`config.mk`:
```
export PLATFORM = sky130hd
export DESIGN_NAME = redg_top
export DESIGN_NICKNAME = d
export VERILOG_FILES = /design/src/rtl/redg_pkg.sv /design/src/rtl/redg_edge_delay.sv /design/src/rtl/redg_top.sv
export SDC_FILE = /design/constraint.sdc
export NUM_CORES = 1
export LEC_CHECK = 0
export CAP_MARGIN = 20
export CORE_MARGIN = 2
export CORE_UTILIZATION = 35
export CTS_CLUSTER_DIAMETER = 120
export DETAILED_ROUTE_END_ITERATION = 6
export DONT_BUFFER_PORTS = 1
export SYNTH_ARGS = -nofsm -noshare
export SYNTH_HDL_FRONTEND = slang
export SYNTH_SLANG_ARGS = --single-unit
export TNS_END_PERCENT = 5
```
`constraint.sdc`:
```
create_clock -name SYS_CLK_I -period 9.7 [get_ports SYS_CLK_I]
set_clock_uncertainty 0.2 [all_clocks]
set_input_delay 1.455 -clock SYS_CLK_I [delete_from_list [all_inputs] [get_ports SYS_CLK_I]]
set_output_delay 1.455 -clock SYS_CLK_I [all_outputs]
set_load 0.01 [all_outputs]
```
`src/rtl/redg_pkg.sv`:
```
// constants for the rail enable gating and edge delay block
// assumes a single 25 MHz system clock and an 8-bit internal register port
`default_nettype none
package redg_pkg;

    // clock and time base
    localparam int unsigned REDG_CLK_HZ        = 25_000_000;
    localparam int unsigned REDG_MS_PER_S      = 1000;
    localparam int unsigned REDG_TICK_CYCLES_DEF = REDG_CLK_HZ / REDG_MS_PER_S;

    // register offsets
    localparam logic [7:0] REDG_OFS_RAIL1_DLY  = 8'h09;
    localparam logic [7:0] REDG_OFS_R2_MASK_A  = 8'h0a;
    localparam logic [7:0] REDG_OFS_R2_MASK_B  = 8'h0b;
    localparam logic [7:0] REDG_OFS_R2_DLY     = 8'h0c;

    // reset values
    localparam logic [7:0] REDG_RST_MASK_A     = 8'h00;
    localparam logic [7:0] REDG_RST_MASK_B     = 8'hc0;
    localparam logic [7:0] REDG_RST_DLY        = 8'h00;
    localparam logic [7:0] REDG_RD_UNMAPPED    = 8'h00;

    // field positions
    localparam int unsigned REDG_FALL_MSB      = 5;
    localparam int unsigned REDG_FALL_LSB      = 3;
    localparam int unsigned REDG_RISE_MSB      = 2;
    localparam int unsigned REDG_RISE_LSB      = 0;
    localparam int unsigned REDG_SEL_MSB       = 4;
    localparam int unsigned REDG_SEL_LSB       = 2;
    localparam int unsigned REDG_STEP_BIT      = 5;
    localparam int unsigned REDG_PGB_MSB       = 1;

    // source select codes
    localparam logic [2:0] REDG_SEL_CONTROL_INPUT_ONE       = 3'h0;
    localparam logic [2:0] REDG_SEL_CONTROL_INPUT_TWO       = 3'h1;
    localparam logic [2:0] REDG_SEL_CONTROL_INPUT_FIVE       = 3'h2;
    localparam logic [2:0] REDG_SEL_CONTROL_INPUT_FOUR       = 3'h3;
    localparam logic [2:0] REDG_SEL_CONTROL_INPUT_THREE       = 3'h4;
    localparam logic [2:0] REDG_SEL_CTL34      = 3'h5;
    localparam logic [2:0] REDG_SEL_CONTROL_INPUT_SIX       = 3'h6;
    localparam logic [2:0] REDG_SEL_ONE        = 3'h7;

    // control input indices
    localparam int unsigned REDG_CONTROL_INPUT_ONE = 0;
    localparam int unsigned REDG_CONTROL_INPUT_TWO = 1;
    localparam int unsigned REDG_CONTROL_INPUT_THREE = 2;
    localparam int unsigned REDG_CONTROL_INPUT_FOUR = 3;
    localparam int unsigned REDG_CONTROL_INPUT_FIVE = 4;
    localparam int unsigned REDG_CONTROL_INPUT_SIX = 5;

    // nominal edge delays in ms, real part may vary by ten percent
    localparam logic [6:0] REDG_DLY_MS_0 = 7'h00;
    localparam logic [6:0] REDG_DLY_MS_1 = 7'h02;
    localparam logic [6:0] REDG_DLY_MS_2 = 7'h04;
    localparam logic [6:0] REDG_DLY_MS_3 = 7'h08;
    localparam logic [6:0] REDG_DLY_MS_4 = 7'h10;
    localparam logic [6:0] REDG_DLY_MS_5 = 7'h18;
    localparam logic [6:0] REDG_DLY_MS_6 = 7'h20;
    localparam logic [6:0] REDG_DLY_MS_7 = 7'h40;

    typedef enum logic [0:0] {
        REDG_ST_IDLE   = 1'b0,
        REDG_ST_TIMING = 1'b1
    } redg_state_e;

    function automatic logic [6:0] redg_delay_ms(input logic [2:0] code);
        logic [6:0] ms;
        case (code)
            3'h0:    ms = REDG_DLY_MS_0;
            3'h1:    ms = REDG_DLY_MS_1;
            3'h2:    ms = REDG_DLY_MS_2;
            3'h3:    ms = REDG_DLY_MS_3;
            3'h4:    ms = REDG_DLY_MS_4;
            3'h5:    ms = REDG_DLY_MS_5;
            3'h6:    ms = REDG_DLY_MS_6;
            default: ms = REDG_DLY_MS_7;
        endcase
        return ms;
    endfunction

endpackage
`default_nettype wire

```
`src/rtl/redg_edge_delay.sv`:
```
// one rail enable edge delay: rising and falling delays in ms steps
// assumes raw_i is already synchronous to clk_i
`timescale 1ns/10ps
`default_nettype none
module redg_edge_delay
    import redg_pkg::*;
#(
    parameter int unsigned TICK_CYCLES = REDG_TICK_CYCLES_DEF
) (
    input  wire logic       clk_i,
    input  wire logic       rst_n_i,
    input  wire logic       raw_i,
    input  wire logic [2:0] rise_code_i,
    input  wire logic [2:0] fall_code_i,
    output logic            en_o
);
    localparam int unsigned SUBW = $clog2(TICK_CYCLES + 1);

    redg_state_e      st_r;
    redg_state_e      st_nxt;
    logic             out_r;
    logic             out_nxt;
    logic             prev_r;
    logic [SUBW-1:0]  sub_r;
    logic [SUBW-1:0]  sub_nxt;
    logic [6:0]       ms_r;
    logic [6:0]       ms_nxt;
    logic [6:0]       target;

    always_comb begin
        target  = raw_i ? redg_delay_ms(rise_code_i)
                        : redg_delay_ms(fall_code_i);
        st_nxt  = st_r;
        out_nxt = out_r;
        sub_nxt = sub_r;
        ms_nxt  = ms_r;
        if (raw_i == out_r) begin
            st_nxt  = REDG_ST_IDLE;
            sub_nxt = '0;
            ms_nxt  = '0;
        end else if (raw_i != prev_r) begin
            // any change restarts the wait, short glitches pass only when the delay code is zero
            st_nxt  = REDG_ST_TIMING;
            sub_nxt = '0;
            ms_nxt  = '0;
            if (target == REDG_DLY_MS_0) begin
                out_nxt = raw_i;
            end
        end else begin
            case (st_r)
                REDG_ST_IDLE: begin
                    st_nxt = REDG_ST_TIMING;
                end
                REDG_ST_TIMING: begin
                    if (ms_r >= target) begin
                        out_nxt = raw_i;
                        st_nxt  = REDG_ST_IDLE;
                    end else if (sub_r == SUBW'(TICK_CYCLES - 1)) begin
                        sub_nxt = '0;
                        ms_nxt  = 7'(ms_r + 7'h01);
                    end else begin
                        sub_nxt = SUBW'(sub_r + 1'b1);
                    end
                end
                default: begin
                    st_nxt = REDG_ST_IDLE;
                end
            endcase
        end
    end

    always_ff @(posedge clk_i) begin
        if (!rst_n_i) begin
            st_r   <= REDG_ST_IDLE;
            out_r  <= 1'b0;
            prev_r <= 1'b0;
            sub_r  <= '0;
            ms_r   <= '0;
        end else begin
            st_r   <= st_nxt;
            out_r  <= out_nxt;
            prev_r <= raw_i;
            sub_r  <= sub_nxt;
            ms_r   <= ms_nxt;
        end
    end

    assign en_o = out_r;
endmodule
`default_nettype wire

```
`src/rtl/redg_top.sv`:
```
// enable gating for rail two: source mux and power-good masks,
// programmable edge delays for rails one and two and the 8-bit internal register port
// assumes pins are asynchronous and the register port is on SYS_CLK_I
`timescale 1ns/10ps
`default_nettype none
//
// Contract
// - rail two fall delay, bits 5:3, eight codes
// - rail two rise delay, bits 2:0, same codes
// - rail one fall delay held in bits 5:3
// - rail one rise delay held in bits 2:0
// - delays nominal, ten percent tolerance accepted
// - rail two source select routes one control input
// - code 101 needs inputs three and four
// - code 111 enables with constant one
// - mask bit zero includes, one excludes power-good
// - first mask register bit to rail map
// - second mask register: combined and switch b1
module redg_top
    import redg_pkg::*;
#(
    parameter int unsigned TICK_CYCLES = REDG_TICK_CYCLES_DEF
) (
    input  wire logic       SYS_CLK_I,
    input  wire logic       RST_N_I,
    input  wire logic [5:0] CTL_I,
    input  wire logic [7:0] PG_A_I,
    input  wire logic [1:0] PG_B_I,
    input  wire logic       RAIL1_RAW_EN_I,
    input  wire logic [7:0] REG_ADDR_I,
    input  wire logic [7:0] REG_WDATA_I,
    input  wire logic       REG_WR_I,
    output logic      [7:0] REG_RD_DATA_O,
    output logic            RAIL2_STEP_O,
    output logic            RAIL1_EN_O,
    output logic            RAIL2_EN_O
);
    localparam int unsigned NPIN = 17;

    logic [NPIN-1:0] pin_raw;
    logic [NPIN-1:0] meta_r;
    logic [NPIN-1:0] sync_r;
    logic [5:0]      ctl_s;
    logic [7:0]      pg_a_s;
    logic [1:0]      pg_b_s;
    logic            rail1_raw_s;

    logic [7:0]      mask_a_r;
    logic [7:0]      mask_a_nxt;
    logic [7:0]      mask_b_r;
    logic [7:0]      mask_b_nxt;
    logic [7:0]      dly2_r;
    logic [7:0]      dly2_nxt;
    logic [7:0]      dly1_r;
    logic [7:0]      dly1_nxt;
    logic [7:0]      rd_r;
    logic [7:0]      rd_nxt;

    logic [2:0]      sel;
    logic            src2;
    logic            pg_ok2;
    logic            raw2;

    // pin synchronisers, two flops per bit
    assign pin_raw = {RAIL1_RAW_EN_I, PG_B_I, PG_A_I, CTL_I};

    genvar g;
    generate
        for (g = 0; g < NPIN; g++) begin : g_sync
            always_ff @(posedge SYS_CLK_I) begin
                if (!RST_N_I) begin
                    meta_r[g] <= 1'b0;
                    sync_r[g] <= 1'b0;
                end else begin
                    meta_r[g] <= pin_raw[g];
                    sync_r[g] <= meta_r[g];
                end
            end
        end
    endgenerate

    assign ctl_s       = sync_r[5:0];
    assign pg_a_s      = sync_r[13:6];
    assign pg_b_s      = sync_r[15:14];
    assign rail1_raw_s = sync_r[16];

    // register file
    always_comb begin
        mask_a_nxt = mask_a_r;
        mask_b_nxt = mask_b_r;
        dly2_nxt   = dly2_r;
        dly1_nxt   = dly1_r;
        rd_nxt     = REDG_RD_UNMAPPED;
        if (REG_WR_I) begin
            case (REG_ADDR_I)
                REDG_OFS_R2_MASK_A: mask_a_nxt = REG_WDATA_I;
                REDG_OFS_R2_MASK_B: mask_b_nxt = REG_WDATA_I;
                REDG_OFS_R2_DLY:    dly2_nxt   = REG_WDATA_I;
                REDG_OFS_RAIL1_DLY: dly1_nxt   = REG_WDATA_I;
                default: begin
                end
            endcase
        end
        case (REG_ADDR_I)
            REDG_OFS_R2_MASK_A: rd_nxt = mask_a_r;
            REDG_OFS_R2_MASK_B: rd_nxt = mask_b_r;
            REDG_OFS_R2_DLY:    rd_nxt = dly2_r;
            REDG_OFS_RAIL1_DLY: rd_nxt = dly1_r;
            default:            rd_nxt = REDG_RD_UNMAPPED;
        endcase
    end

    always_ff @(posedge SYS_CLK_I) begin
        if (!RST_N_I) begin
            mask_a_r <= REDG_RST_MASK_A;
            mask_b_r <= REDG_RST_MASK_B;
            dly2_r   <= REDG_RST_DLY;
            dly1_r   <= REDG_RST_DLY;
            rd_r     <= REDG_RD_UNMAPPED;
        end else begin
            mask_a_r <= mask_a_nxt;
            mask_b_r <= mask_b_nxt;
            dly2_r   <= dly2_nxt;
            dly1_r   <= dly1_nxt;
            rd_r     <= rd_nxt;
        end
    end

    assign REG_RD_DATA_O = rd_r;
    // step size is only driven out; the host owns when it changes
    assign RAIL2_STEP_O  = mask_b_r[REDG_STEP_BIT];

    // rail two enable source multiplexer
    assign sel = mask_b_r[REDG_SEL_MSB:REDG_SEL_LSB];

    always_comb begin
        case (sel)
            REDG_SEL_CONTROL_INPUT_ONE:  src2 = ctl_s[REDG_CONTROL_INPUT_ONE];
            REDG_SEL_CONTROL_INPUT_TWO:  src2 = ctl_s[REDG_CONTROL_INPUT_TWO];
            REDG_SEL_CONTROL_INPUT_FIVE:  src2 = ctl_s[REDG_CONTROL_INPUT_FIVE];
            REDG_SEL_CONTROL_INPUT_FOUR:  src2 = ctl_s[REDG_CONTROL_INPUT_FOUR];
            REDG_SEL_CONTROL_INPUT_THREE:  src2 = ctl_s[REDG_CONTROL_INPUT_THREE];
            REDG_SEL_CTL34: src2 = ctl_s[REDG_CONTROL_INPUT_THREE]
                                 & ctl_s[REDG_CONTROL_INPUT_FOUR];
            REDG_SEL_CONTROL_INPUT_SIX:  src2 = ctl_s[REDG_CONTROL_INPUT_SIX];
            REDG_SEL_ONE:   src2 = 1'b1;
            default:        src2 = 1'b0;
        endcase
    end

    // a set mask bit forces that power-good to count as good
    assign pg_ok2 = (&(pg_a_s | mask_a_r))
                  & (&(pg_b_s | mask_b_r[REDG_PGB_MSB:0]));
    assign raw2   = src2 & pg_ok2;

    redg_edge_delay #(
        .TICK_CYCLES (TICK_CYCLES)
    ) u_rail2 (
        .clk_i       (SYS_CLK_I),
        .rst_n_i     (RST_N_I),
        .raw_i       (raw2),
        .rise_code_i (dly2_r[REDG_RISE_MSB:REDG_RISE_LSB]),
        .fall_code_i (dly2_r[REDG_FALL_MSB:REDG_FALL_LSB]),
        .en_o        (RAIL2_EN_O)
    );

    redg_edge_delay #(
        .TICK_CYCLES (TICK_CYCLES)
    ) u_rail1 (
        .clk_i       (SYS_CLK_I),
        .rst_n_i     (RST_N_I),
        .raw_i       (rail1_raw_s),
        .rise_code_i (dly1_r[REDG_RISE_MSB:REDG_RISE_LSB]),
        .fall_code_i (dly1_r[REDG_FALL_MSB:REDG_FALL_LSB]),
        .en_o        (RAIL1_EN_O)
    );
endmodule
`default_nettype wire

```
* After elaboration in Yosys (flattened, before gate mapping)
Cells that the tools add are included.
Storage, ports and cells: register bits 124, output and inout bits 11, logic and storage cells 161, input bits 36
Operators by class: bitwise gates (word level) 12, reductions and logical operators 27, magnitude comparators 2, multiplexer cells 24, $add $sub $neg 4, equal/unequal tests 43
Operators with widths (count):
- case mux 7 bit (7 select lines) | 4
- == test 3 bit, second input constant | 16
- == test 8 x 4 -> 1 bit, second input constant | 4
- case mux 8 bit (4 select lines) | 1
- adder 15 x 1 -> 15 bit, second input constant | 2
- == test 15 bit, second input constant | 2
- == test 3 x 2 -> 1 bit, second input constant | 10
- 2-to-1 mux 15 bit | 2
- == test 3 x 1 -> 1 bit, second input constant | 5
- zero test 3 bit | 5
- adder 7 x 1 -> 7 bit, second input constant | 2
- greater-or-equal comparator 7 bit | 2
- zero test 7 bit | 2
- 2-to-1 mux 7 bit | 2
- AND reduction 2 bit | 7
- 2-to-1 mux 1 bit | 12
- bitwise OR 8 bit | 1
- case mux 1 bit (8 select lines) | 1
- AND reduction 4 bit | 2
- AND reduction 8 bit | 1
- nonzero test 2 bit | 4
- NOT 1 bit | 7
- AND reduction 3 bit | 2
- OR reduction 3 bit | 2
- other kinds (7) | 14

* Logic depth before layout (Yosys ltp)
Gate-level depths: netlist (run 1).
word-level depth 9, mapped depth 15, depth with buffers taken out 13

* Modules after synthesis
Synthesis (run 1) repeated with hierarchy kept, for this count alone.
Unflattened totals: cell total of the unflattened synthesis 634, area, all modules 5949.5 µm²
Modules (own cells, without submodules):
- redg_top | sequential area each 1481.4 µm², cells each 265, area each 2800.2 µm², instances 1
- redg_edge_delay at u_rail1 | sequential area each 500.5 µm², cells each 190, area each 1579.0 µm², instances 1
- redg_edge_delay at u_rail2 | sequential area each 500.5 µm², cells each 179, area each 1570.3 µm², instances 1

* Worst setup path after synthesis (run 1)
No wires, ideal clock.
path type register -> register, start point reg mask_b_r[3], end point reg u_rail2.sub_r[13], required time 9.384 ns, path buffers 1, setup slack 6.079 ns, cell stages (with the launch flop) 13, clock period less this slack 3.621 ns, data arrival time 3.304 ns, setup time 0.116 ns, cell sequence dfxtp_1 mux2i_1 a211oi_1 nand3_1 a211oi_4 buf_2 mux2i_1 ha_1 a2111o_1 o22ai_2 nand2_1 o41a_1 o211a_1
Between the ends: longest elaborated chain between the ends 7, elaborated cells on any way between the ends 17, classes of those cells 1 x order compare; 9 x eq/ne; 2 x mux; 2 x bitwise; 3 x reduce/logical
RTL lines:
- from (decl) | line redg_top.sv:50 | logic [7:0] mask_b_r;
- from (signal assigned) | line redg_top.sv:122 | mask_b_r <= mask_b_nxt;
- == test 3 bit (tied with other cells) | line redg_top.sv:137 | case (sel)
- case mux 1 bit (8 select lines) * | line redg_top.sv:137
- bitwise AND 1 bit * | line redg_top.sv:154 | assign raw2 = src2 & pg_ok2;
- 2-to-1 mux 7 bit | line redg_edge_delay.sv:31 | target = raw_i ? redg_delay_ms(rise_code_i)
- greater-or-equal comparator 7 bit | line redg_edge_delay.sv:55 | if (ms_r >= target) begin
- NOT 1 bit (no line)
- AND reduction 2 bit (no line)
- to (signal assigned) | line redg_edge_delay.sv:83 | sub_r <= sub_nxt;
- to (decl) | line redg_edge_delay.sv:24 | logic [SUBW-1:0] sub_r;
Every way passes the cells marked *; elsewhere a longest branch is shown, timed or not. A chain may end at the register's enable or synchronous reset.

* Worst setup path after layout (run 1)
start point reg mask_b_r[3], end point reg u_rail2.ms_r[5]
Between the ends: longest elaborated chain between the ends 7, elaborated cells on any way between the ends 17, classes of those cells 1 x order compare; 9 x eq/ne; 2 x mux; 2 x bitwise; 3 x reduce/logical
RTL lines:
- == test 3 bit (tied with other cells) | line redg_top.sv:137
- case mux 1 bit (8 select lines) * | line redg_top.sv:137
- bitwise AND 1 bit * | line redg_top.sv:154
- 2-to-1 mux 7 bit | line redg_edge_delay.sv:31
- greater-or-equal comparator 7 bit | line redg_edge_delay.sv:55
- NOT 1 bit (no line)
- AND reduction 3 bit (no line)
- to (signal assigned) | line redg_edge_delay.sv:84 | ms_r <= ms_nxt;
- to (decl) | line redg_edge_delay.sv:26 | logic [6:0] ms_r;
Marks and branches as above.

==> reports/metrics.cfg, run 1 <==
[floorplanning]
start_util = 0.359
core-area_sq_um = 15900
die_area_sq_um = 17400
die_w_microns = 132
io-pin-count = 47
fp.dieH_microns = 132
num_rows = 46

[logic_synthesis]
syn_nets = 704
yosysWarningCount = 0
synthesis.area_sq_um = 5720
synthArstFlopShare = 0
synth-edff-count = 0
ys_types = 57
ys_seq_elements = 124
ys.flop_type = dfxtp_1
syn_avg_cell_area_sq_um = 8.78
synthCells = 652
yosysSeqAreaShare = 0.434

[critical_path]
reg2reg_depth = 11
worst-path-stages = 11
critPathKind = register to register
cp_top_family = compound AO/OA/AOI/OAI gates
cpPeakStageDelay_ns = 0.68
path_max_fanout = 22
cp_data_arrival_time_ns = 4.95
crit_path_cell_trace = mux2i_1 > a211oi_1 > nand3_1 > a211oi_4 > mux2i_1 > ha_1 > a2111o_1 > o22ai_2 > nand3_1 > or4_1 > a21boi_1
timing.rr.end = u_rail2.ms_r[5]
critPathBufInv = 0
worstSetupStartpointType = register
r2r_slack_ns = 4.90
r2r_start = mask_b_r[3]
cp-startpoint = mask_b_r[3]
required_ns = 9.85
endpoint_kind = register
endpoint = u_rail2.ms_r[5]
slowest_stage = nand3_1

[power]
p_sw_frac = 0.219
ir_worst_vdd_mv = 0.111
seqPwrFrac = 0.448
power_frac_clock = 0.541
p_sw_mw = 0.255
p_int_mw = 0.908
p_per_area_nw_per_um2 = 180
power_leakage_nw = 2.16
comb_power_share = 0.011

[place]
dpl_cell_area_sq_um = 5870
io_buffers = 0
detailed_place_hpwl_microns = 8830
gp_congestion = 0.841

[job]
cap_viol_max_count = 0

[timing]
hold_viol = 0
period_minus_slack_ns = 4.80
fin_crit_sh = 0.494
worst_pin_slew_ns = 1.01
setup_viol = 0
relSlewSlack = 0.325
grt_setup_unrepaired = no
fmax_ghz = 0.209
fin_tns_setup_ns = 0
finalMaxSlewViolations = 0
hold_ws_ns = 0.231

[grt]
antenna_found_initial = 0
grt_start_max_net_pins = 80
grt_overflow = 0
grt_pass1_vias = 4262
grt_usage = 0.153
grt_pass1_wl_microns = 21500

[finish]
stdcell_area_sq_um = 6460
multi_input_area_sq_um = 3060
final_util = 0.406
drive_gt1_frac = 0.0691
syn_to_final_growth_pct = 12.9
diodes = 0
num-fill-cells = 1571
seqCellArea_sq_um = 2480
finalNetCount = 690

[clocking]
cts_buffers = 17
post-cts-setup-buffers = 0
cts_buffer_depth = 2
cts_hold_buffers = 0
cts_resized = 0
clock_tree.root_cell = clkbuf_16
clkTransAtPathRegs_ns = 0.06
insertion_delay_ns = 0.42
cts_max_level = 4
cts.sinks = 124
cts_tree = built

[routing]
dr.pass1.iters = 5
ant_nets = 0
wl_microns = 12900
drtIter0Drc = 418
drc = 0
avgRoutedWirePerCell_microns = 14.9
via_per_inst = 5.32
num_vias = 4614

[run_status]
status = finished clean

[worst_hold_path]
hp-class = register to register
min_path_cells = 1

## stage by stage
stage          total power [mW]  cells  setup WS (ns)
5_1_grt                    1.20    867           4.36
2_1_floorplan             0.546    652           6.08
4_1_cts                    1.18    866           4.87
3_5_place_dp              0.545    834           4.88
6_report                   1.16    867           4.90
3_3_place_gp              0.544    834           5.04
## cells in the mapped netlist (all sizes together), types with 3 or more instances
master	instances	area (sq um)
nand4	13	96.3
and3	17	106
o31ai	5	37.5
a31oi	5	31.3
clkbuf	25	93.8
mux2i	6	60.1
nand2b	4	25.0
nand2	85	319
a222oi	8	80.1
nor4b	8	115
o21a	3	22.5
and2	41	257
xnor2	16	140
nor2	31	116
xor2	10	87.6
o22ai	7	50.1
or4	4	30.0
nor2b	4	25.0
nand3b	3	22.5
buf	11	53.8
nor3b	10	75.1
nand3	61	305
nor3	8	40.0
ha	16	200
nor4	5	52.6
a21oi	22	110
dfxtp	124	2480
a21boi	37	278
inv	12	45.0
or3	12	75.1
o21ai	17	85.1
## power by group through the flow
stage	clock [mW]	sequential [mW]	combinational (mW)
CTS	0.644	0.521	0.0127
global route	0.668	0.521	0.0140
global placement	0	0.532	0.0123
floorplan	0	0.529	0.0168
detailed placement	0	0.532	0.0126
finish	0.629	0.521	0.0125
## flip-flops by register name (all words and copies together), names as in the netlist, 2 cells and up
signal         flops
meta_r            17
u_rail1.sub_r     15
u_rail2.sub_r     15
REG_RD_DATA_O      8
dly1_r             8
dly2_r             8
mask_a_r           8
mask_b_r           8
pg_a_s             8
u_rail1.ms_r       7
u_rail2.ms_r       7
ctl_s              6
pg_b_s             2
## cells in the final DEF (no fill, tap or decap), drive strengths merged, types with 10 or more instances in the layout
cell type  netlist  layout
a21boi          37      37
a21oi           22      22
and2            41      41
and3            17      17
clkbuf          25      18
dfxtp          124     124
ha              16      16
inv             12      18
nand2           85      85
nand3           61      61
nand4           13      13
nor2            31      31
nor3b           10      10
o21ai           17      17
or3             12      12
xnor2           16      16
xor2            10      10
## layer usage
layer / wire [microns] / track usage
met5: 0 / 0
met4: 484 / 0.0942
met3: 725 / 0.0465
met2: 5890 / 0.228
met1: 5800 / 0.194
## layout make-up
type / instances / share of cell area
multi-input cells: 480 / 0.473
inverters: 12 / 0.00697
repair buffers: 3 / 0.00348
well taps: 216 / 0.0418
flip-flops and latches: 124 / 0.384
clock buffers: 18 / 0.0664
clock inverters: 14 / 0.0248
## worst min-delay path by stage
stage | start | end | slack [ns]
after detailed placement | meta_r[16] | rail1_raw_s | 0.22
final | meta_r[12] | pg_a_s[6] | 0.23
after floorplan | meta_r[0] | ctl_s[0] | 0.21
after global placement | meta_r[16] | rail1_raw_s | 0.21
after global routing | meta_r[2] | ctl_s[2] | 0.25
after CTS | meta_r[16] | rail1_raw_s | 0.23
## cells by family after synthesis
family / Yosys count / synth area share
mux: 6 / 0.0105
buf+inv: 48 / 0.0337
flops: 124 / 0.434
xor+xnor: 26 / 0.0398
simple gates: 313 / 0.301
compound gates: 119 / 0.147
fa+ha+maj: 16 / 0.0350
## worst register-to-register path, stage by stage (launching register included)
cell,delay (ns)
dfxtp_1,0.46
mux2i_1,0.12
a211oi_1,0.23
nand3_1,0.15
a211oi_4,0.52
mux2i_1,0.27
ha_1,0.27
a2111o_1,0.42
o22ai_2,0.58
nand3_1,0.69
or4_1,0.68
a21boi_1,0.15
No activity file was read; power rests on OpenSTA's default activity.
==> run 2, diff against run 1 <==
- ABC_AREA: unset -> 1
- clock period: 9.7 -> 4.6 ns (I/O delays scaled with it)
==> run 2 against run 1 <==
  * Synthesized area decreased by 0.48%
  * Core utilization increased by 0.34 points
  * Setup slack got worse by 3.9 ns
  * Sequential power increased by 110%
  * Highest routed layer unchanged
  * Maximum frequency increased by 32%
  * Non-clock buffer count decreased by 2
  * Register-to-register slack got worse by 3.9 ns
  * Via count increased by 3.1%
  * Critical path depth increased by 10
  * Global-route usage decreased by 1.6 points
  * Critical path type unchanged
  * Wire length decreased by 10%
  * Sequential cell count unchanged
==> reports/metrics.cfg, run 2 <==
[run_status]
status = finished clean

[logic_synthesis]
syn_avg_cell_area_sq_um = 7.21
synth_top_cell_by_area = dfxtp_1
synthSimpleGateAreaFrac = 0.265
synth_compound_area_frac = 0.143
syn_nets = 842
synth-adder-area-share = 0.0351
yosysWarningCount = 0
yosysSeqAreaShare = 0.436
post-synth-top-count-cell = inv_1
synthArstFlopShare = 0
yosys-top-cells-area = dfxtp_1 44%, inv_1 9.4%, nand2_1 9.3%
ys.flop_type = dfxtp_1
synth_xor_area_frac = 0.00922
ys_seq_elements = 124
muxShareOfSynthArea = 0.00176
ys_types = 43
synth-edff-count = 0
synthesis.area_sq_um = 5700
netlist_top_cells_count = 143 x inv_1, 141 x nand2_1, 124 x dfxtp_1
synthCells = 790
yosys.area.top_type_share = 0.436
synth_top_family_by_area = simple AND/OR/NAND/NOR gates

[finish]
largest_register_ffs = 17
stdcell_area_sq_um = 6500
regMostFlops = meta_r
finalNetCount = 846
largestRegisters = meta_r: 17 flops, u_rail1.sub_r: 15 flops, u_rail2.sub_r: 15 flops
syn_to_final_growth_pct = 14.0
diodes = 0
seqCellArea_sq_um = 2480
final_cell_mix = 143 x inv_1, 141 x nand2_1, 124 x dfxtp_1
num-fill-cells = 1641
multi_input_area_sq_um = 2590
drive_gt1_frac = 0.0669
layout_commonest_cell = inv_1

[place]
io_buffers = 0
gp_congestion = 0.803
detailed_place_hpwl_microns = 8250
pre_cts_ws_ns = 0.996
dpl_cell_area_sq_um = 5900

[routing]
drtIter0Drc = 318
wl_microns = 11500
dr.pass1.iters = 4
num_vias = 4756
avgRoutedWirePerCell_microns = 11.3
via_per_inst = 4.65
ant_nets = 0
drc = 0

[critical_path]
crit_path_cell_trace = inv_1 > nand2_1 > nand2_1 > nor2_1 > nand3_1 > nor2_2 > nand2_2 > o21ai_0 > inv_1 > ha_1 > nand2_1 > o21a_1 > nand3_1 > nor2_4 > inv_2 > nor3_4 > nand2_1 > nor2_1 > nand2_1 > nand2_1 > nor2_1
slowest_stage = nor3_4
r2r_slack_ns = 0.97
required_ns = 4.71
cp_data_arrival_time_ns = 3.74
critPathKind = register to register
path_max_fanout = 11
cp_common_cell = nand2_1
cpPeakStageDelay_ns = 0.39
worstSetupStartpointType = register
endpoint_kind = register

[floorplanning]
fp.dieH_microns = 132
die_w_microns = 132
die_area_sq_um = 17300
core-area_sq_um = 15900
io-pin-count = 47
start_util = 0.359
num_rows = 46

[clocking]
cts_hold_buffers = 0
clock_tree.root_cell = clkbuf_16
cts_buffers = 17
cts_resized = 0
insertion_delay_ns = 0.42
cts_tree = built
clkTransAtPathRegs_ns = 0.06
post-cts-setup-buffers = 0
cts_buffer_depth = 2
cts.sinks = 124
cts_max_level = 4

[grt]
antenna_found_initial = 0
grt_pass1_wl_microns = 19400
grt_usage = 0.137
grt_overflow = 0
grt_start_max_net_pins = 74
grt_pass1_vias = 4130

[timing]
hold_viol = 0
worst_slack_ns = 0.970
setup_viol = 0
finalMaxSlewViolations = 0
period_minus_slack_ns = 3.63
grt_setup_unrepaired = no
relSlewSlack = 0.383
fin_crit_sh = 0.789
fmax_ghz = 0.275
fin_tns_setup_ns = 0
worst_pin_slew_ns = 0.922

[power]
ir_worst_vdd_mv = 0.313
p_per_area_nw_per_um2 = 381
power_leakage_nw = 2.72

[worst_hold_path]
hp-class = primary input to register

[job]
cap_viol_max_count = 0

-- run 2: cell type report --
class,instances,share of cell area
sequential,124,0.382
inverter,147,0.0853
timing repair buffer,1,0.00116
multi-input combinational,503,0.398
tap,216,0.0416
clock inverter,15,0.0260
clock buffer,17,0.0655
-- run 2: worst max-delay path, delay by kind of cell (launching register included) --
family | cells | cell delay (ns)
compound gates | 2 | 0.39
fa+ha+maj | 1 | 0.31
buf+inv | 3 | 0.26
flops | 1 | 0.34
simple gates | 15 | 2.03
-- run 2: routing by layer --
metal	vias up	share of wire	track usage
li1	2575	-	-
met1	2075	0.51	0.181
met2	95	0.43	0.207
met3	11	0.048	0.0428
met4	0	0.018	0.0586
met5	-	0	0
-- run 2: power by group --
group          internal (mW)  switching [mW]
Sequential              1.09         0.00674
Clock                  0.774           0.563
Combinational         0.0152          0.0269
-- run 2: logic make-up after synthesis --
group                    Yosys count
AO/OA/AOI/OAI                    148
XOR/XNOR                           6
adder cells (fa/ha/maj)           16
buffers and inverters            163
flip-flops                       124
multiplexers                       1
AND/OR/NAND/NOR                  332
-- run 2: final timing paths --
kind / start / to / cells after the start
min: CTL_I[4] / meta_r[4] / 2
max reg2reg: mask_a_r[6] / u_rail2.ms_r[5] / 21
max: mask_a_r[6] / u_rail2.ms_r[5] / 21
min reg2reg: meta_r[13] / pg_a_s[7] / 2
-- run 2: metrics by stage --
stage / std cells / hold slack (ns) / total power [mW] / util
after global routing: 1023 / 0.151 / 2.56 / 0.409
after CTS: 1023 / 0.144 / 2.51 / 0.409
after global placement: 991 / 0.193 / 1.16 / 0.372
final: 1023 / 0.165 / 2.48 / 0.409
after floorplan: 790 / 0.190 / 1.16 / -
after detailed placement: 991 / 0.197 / 1.16 / 0.372
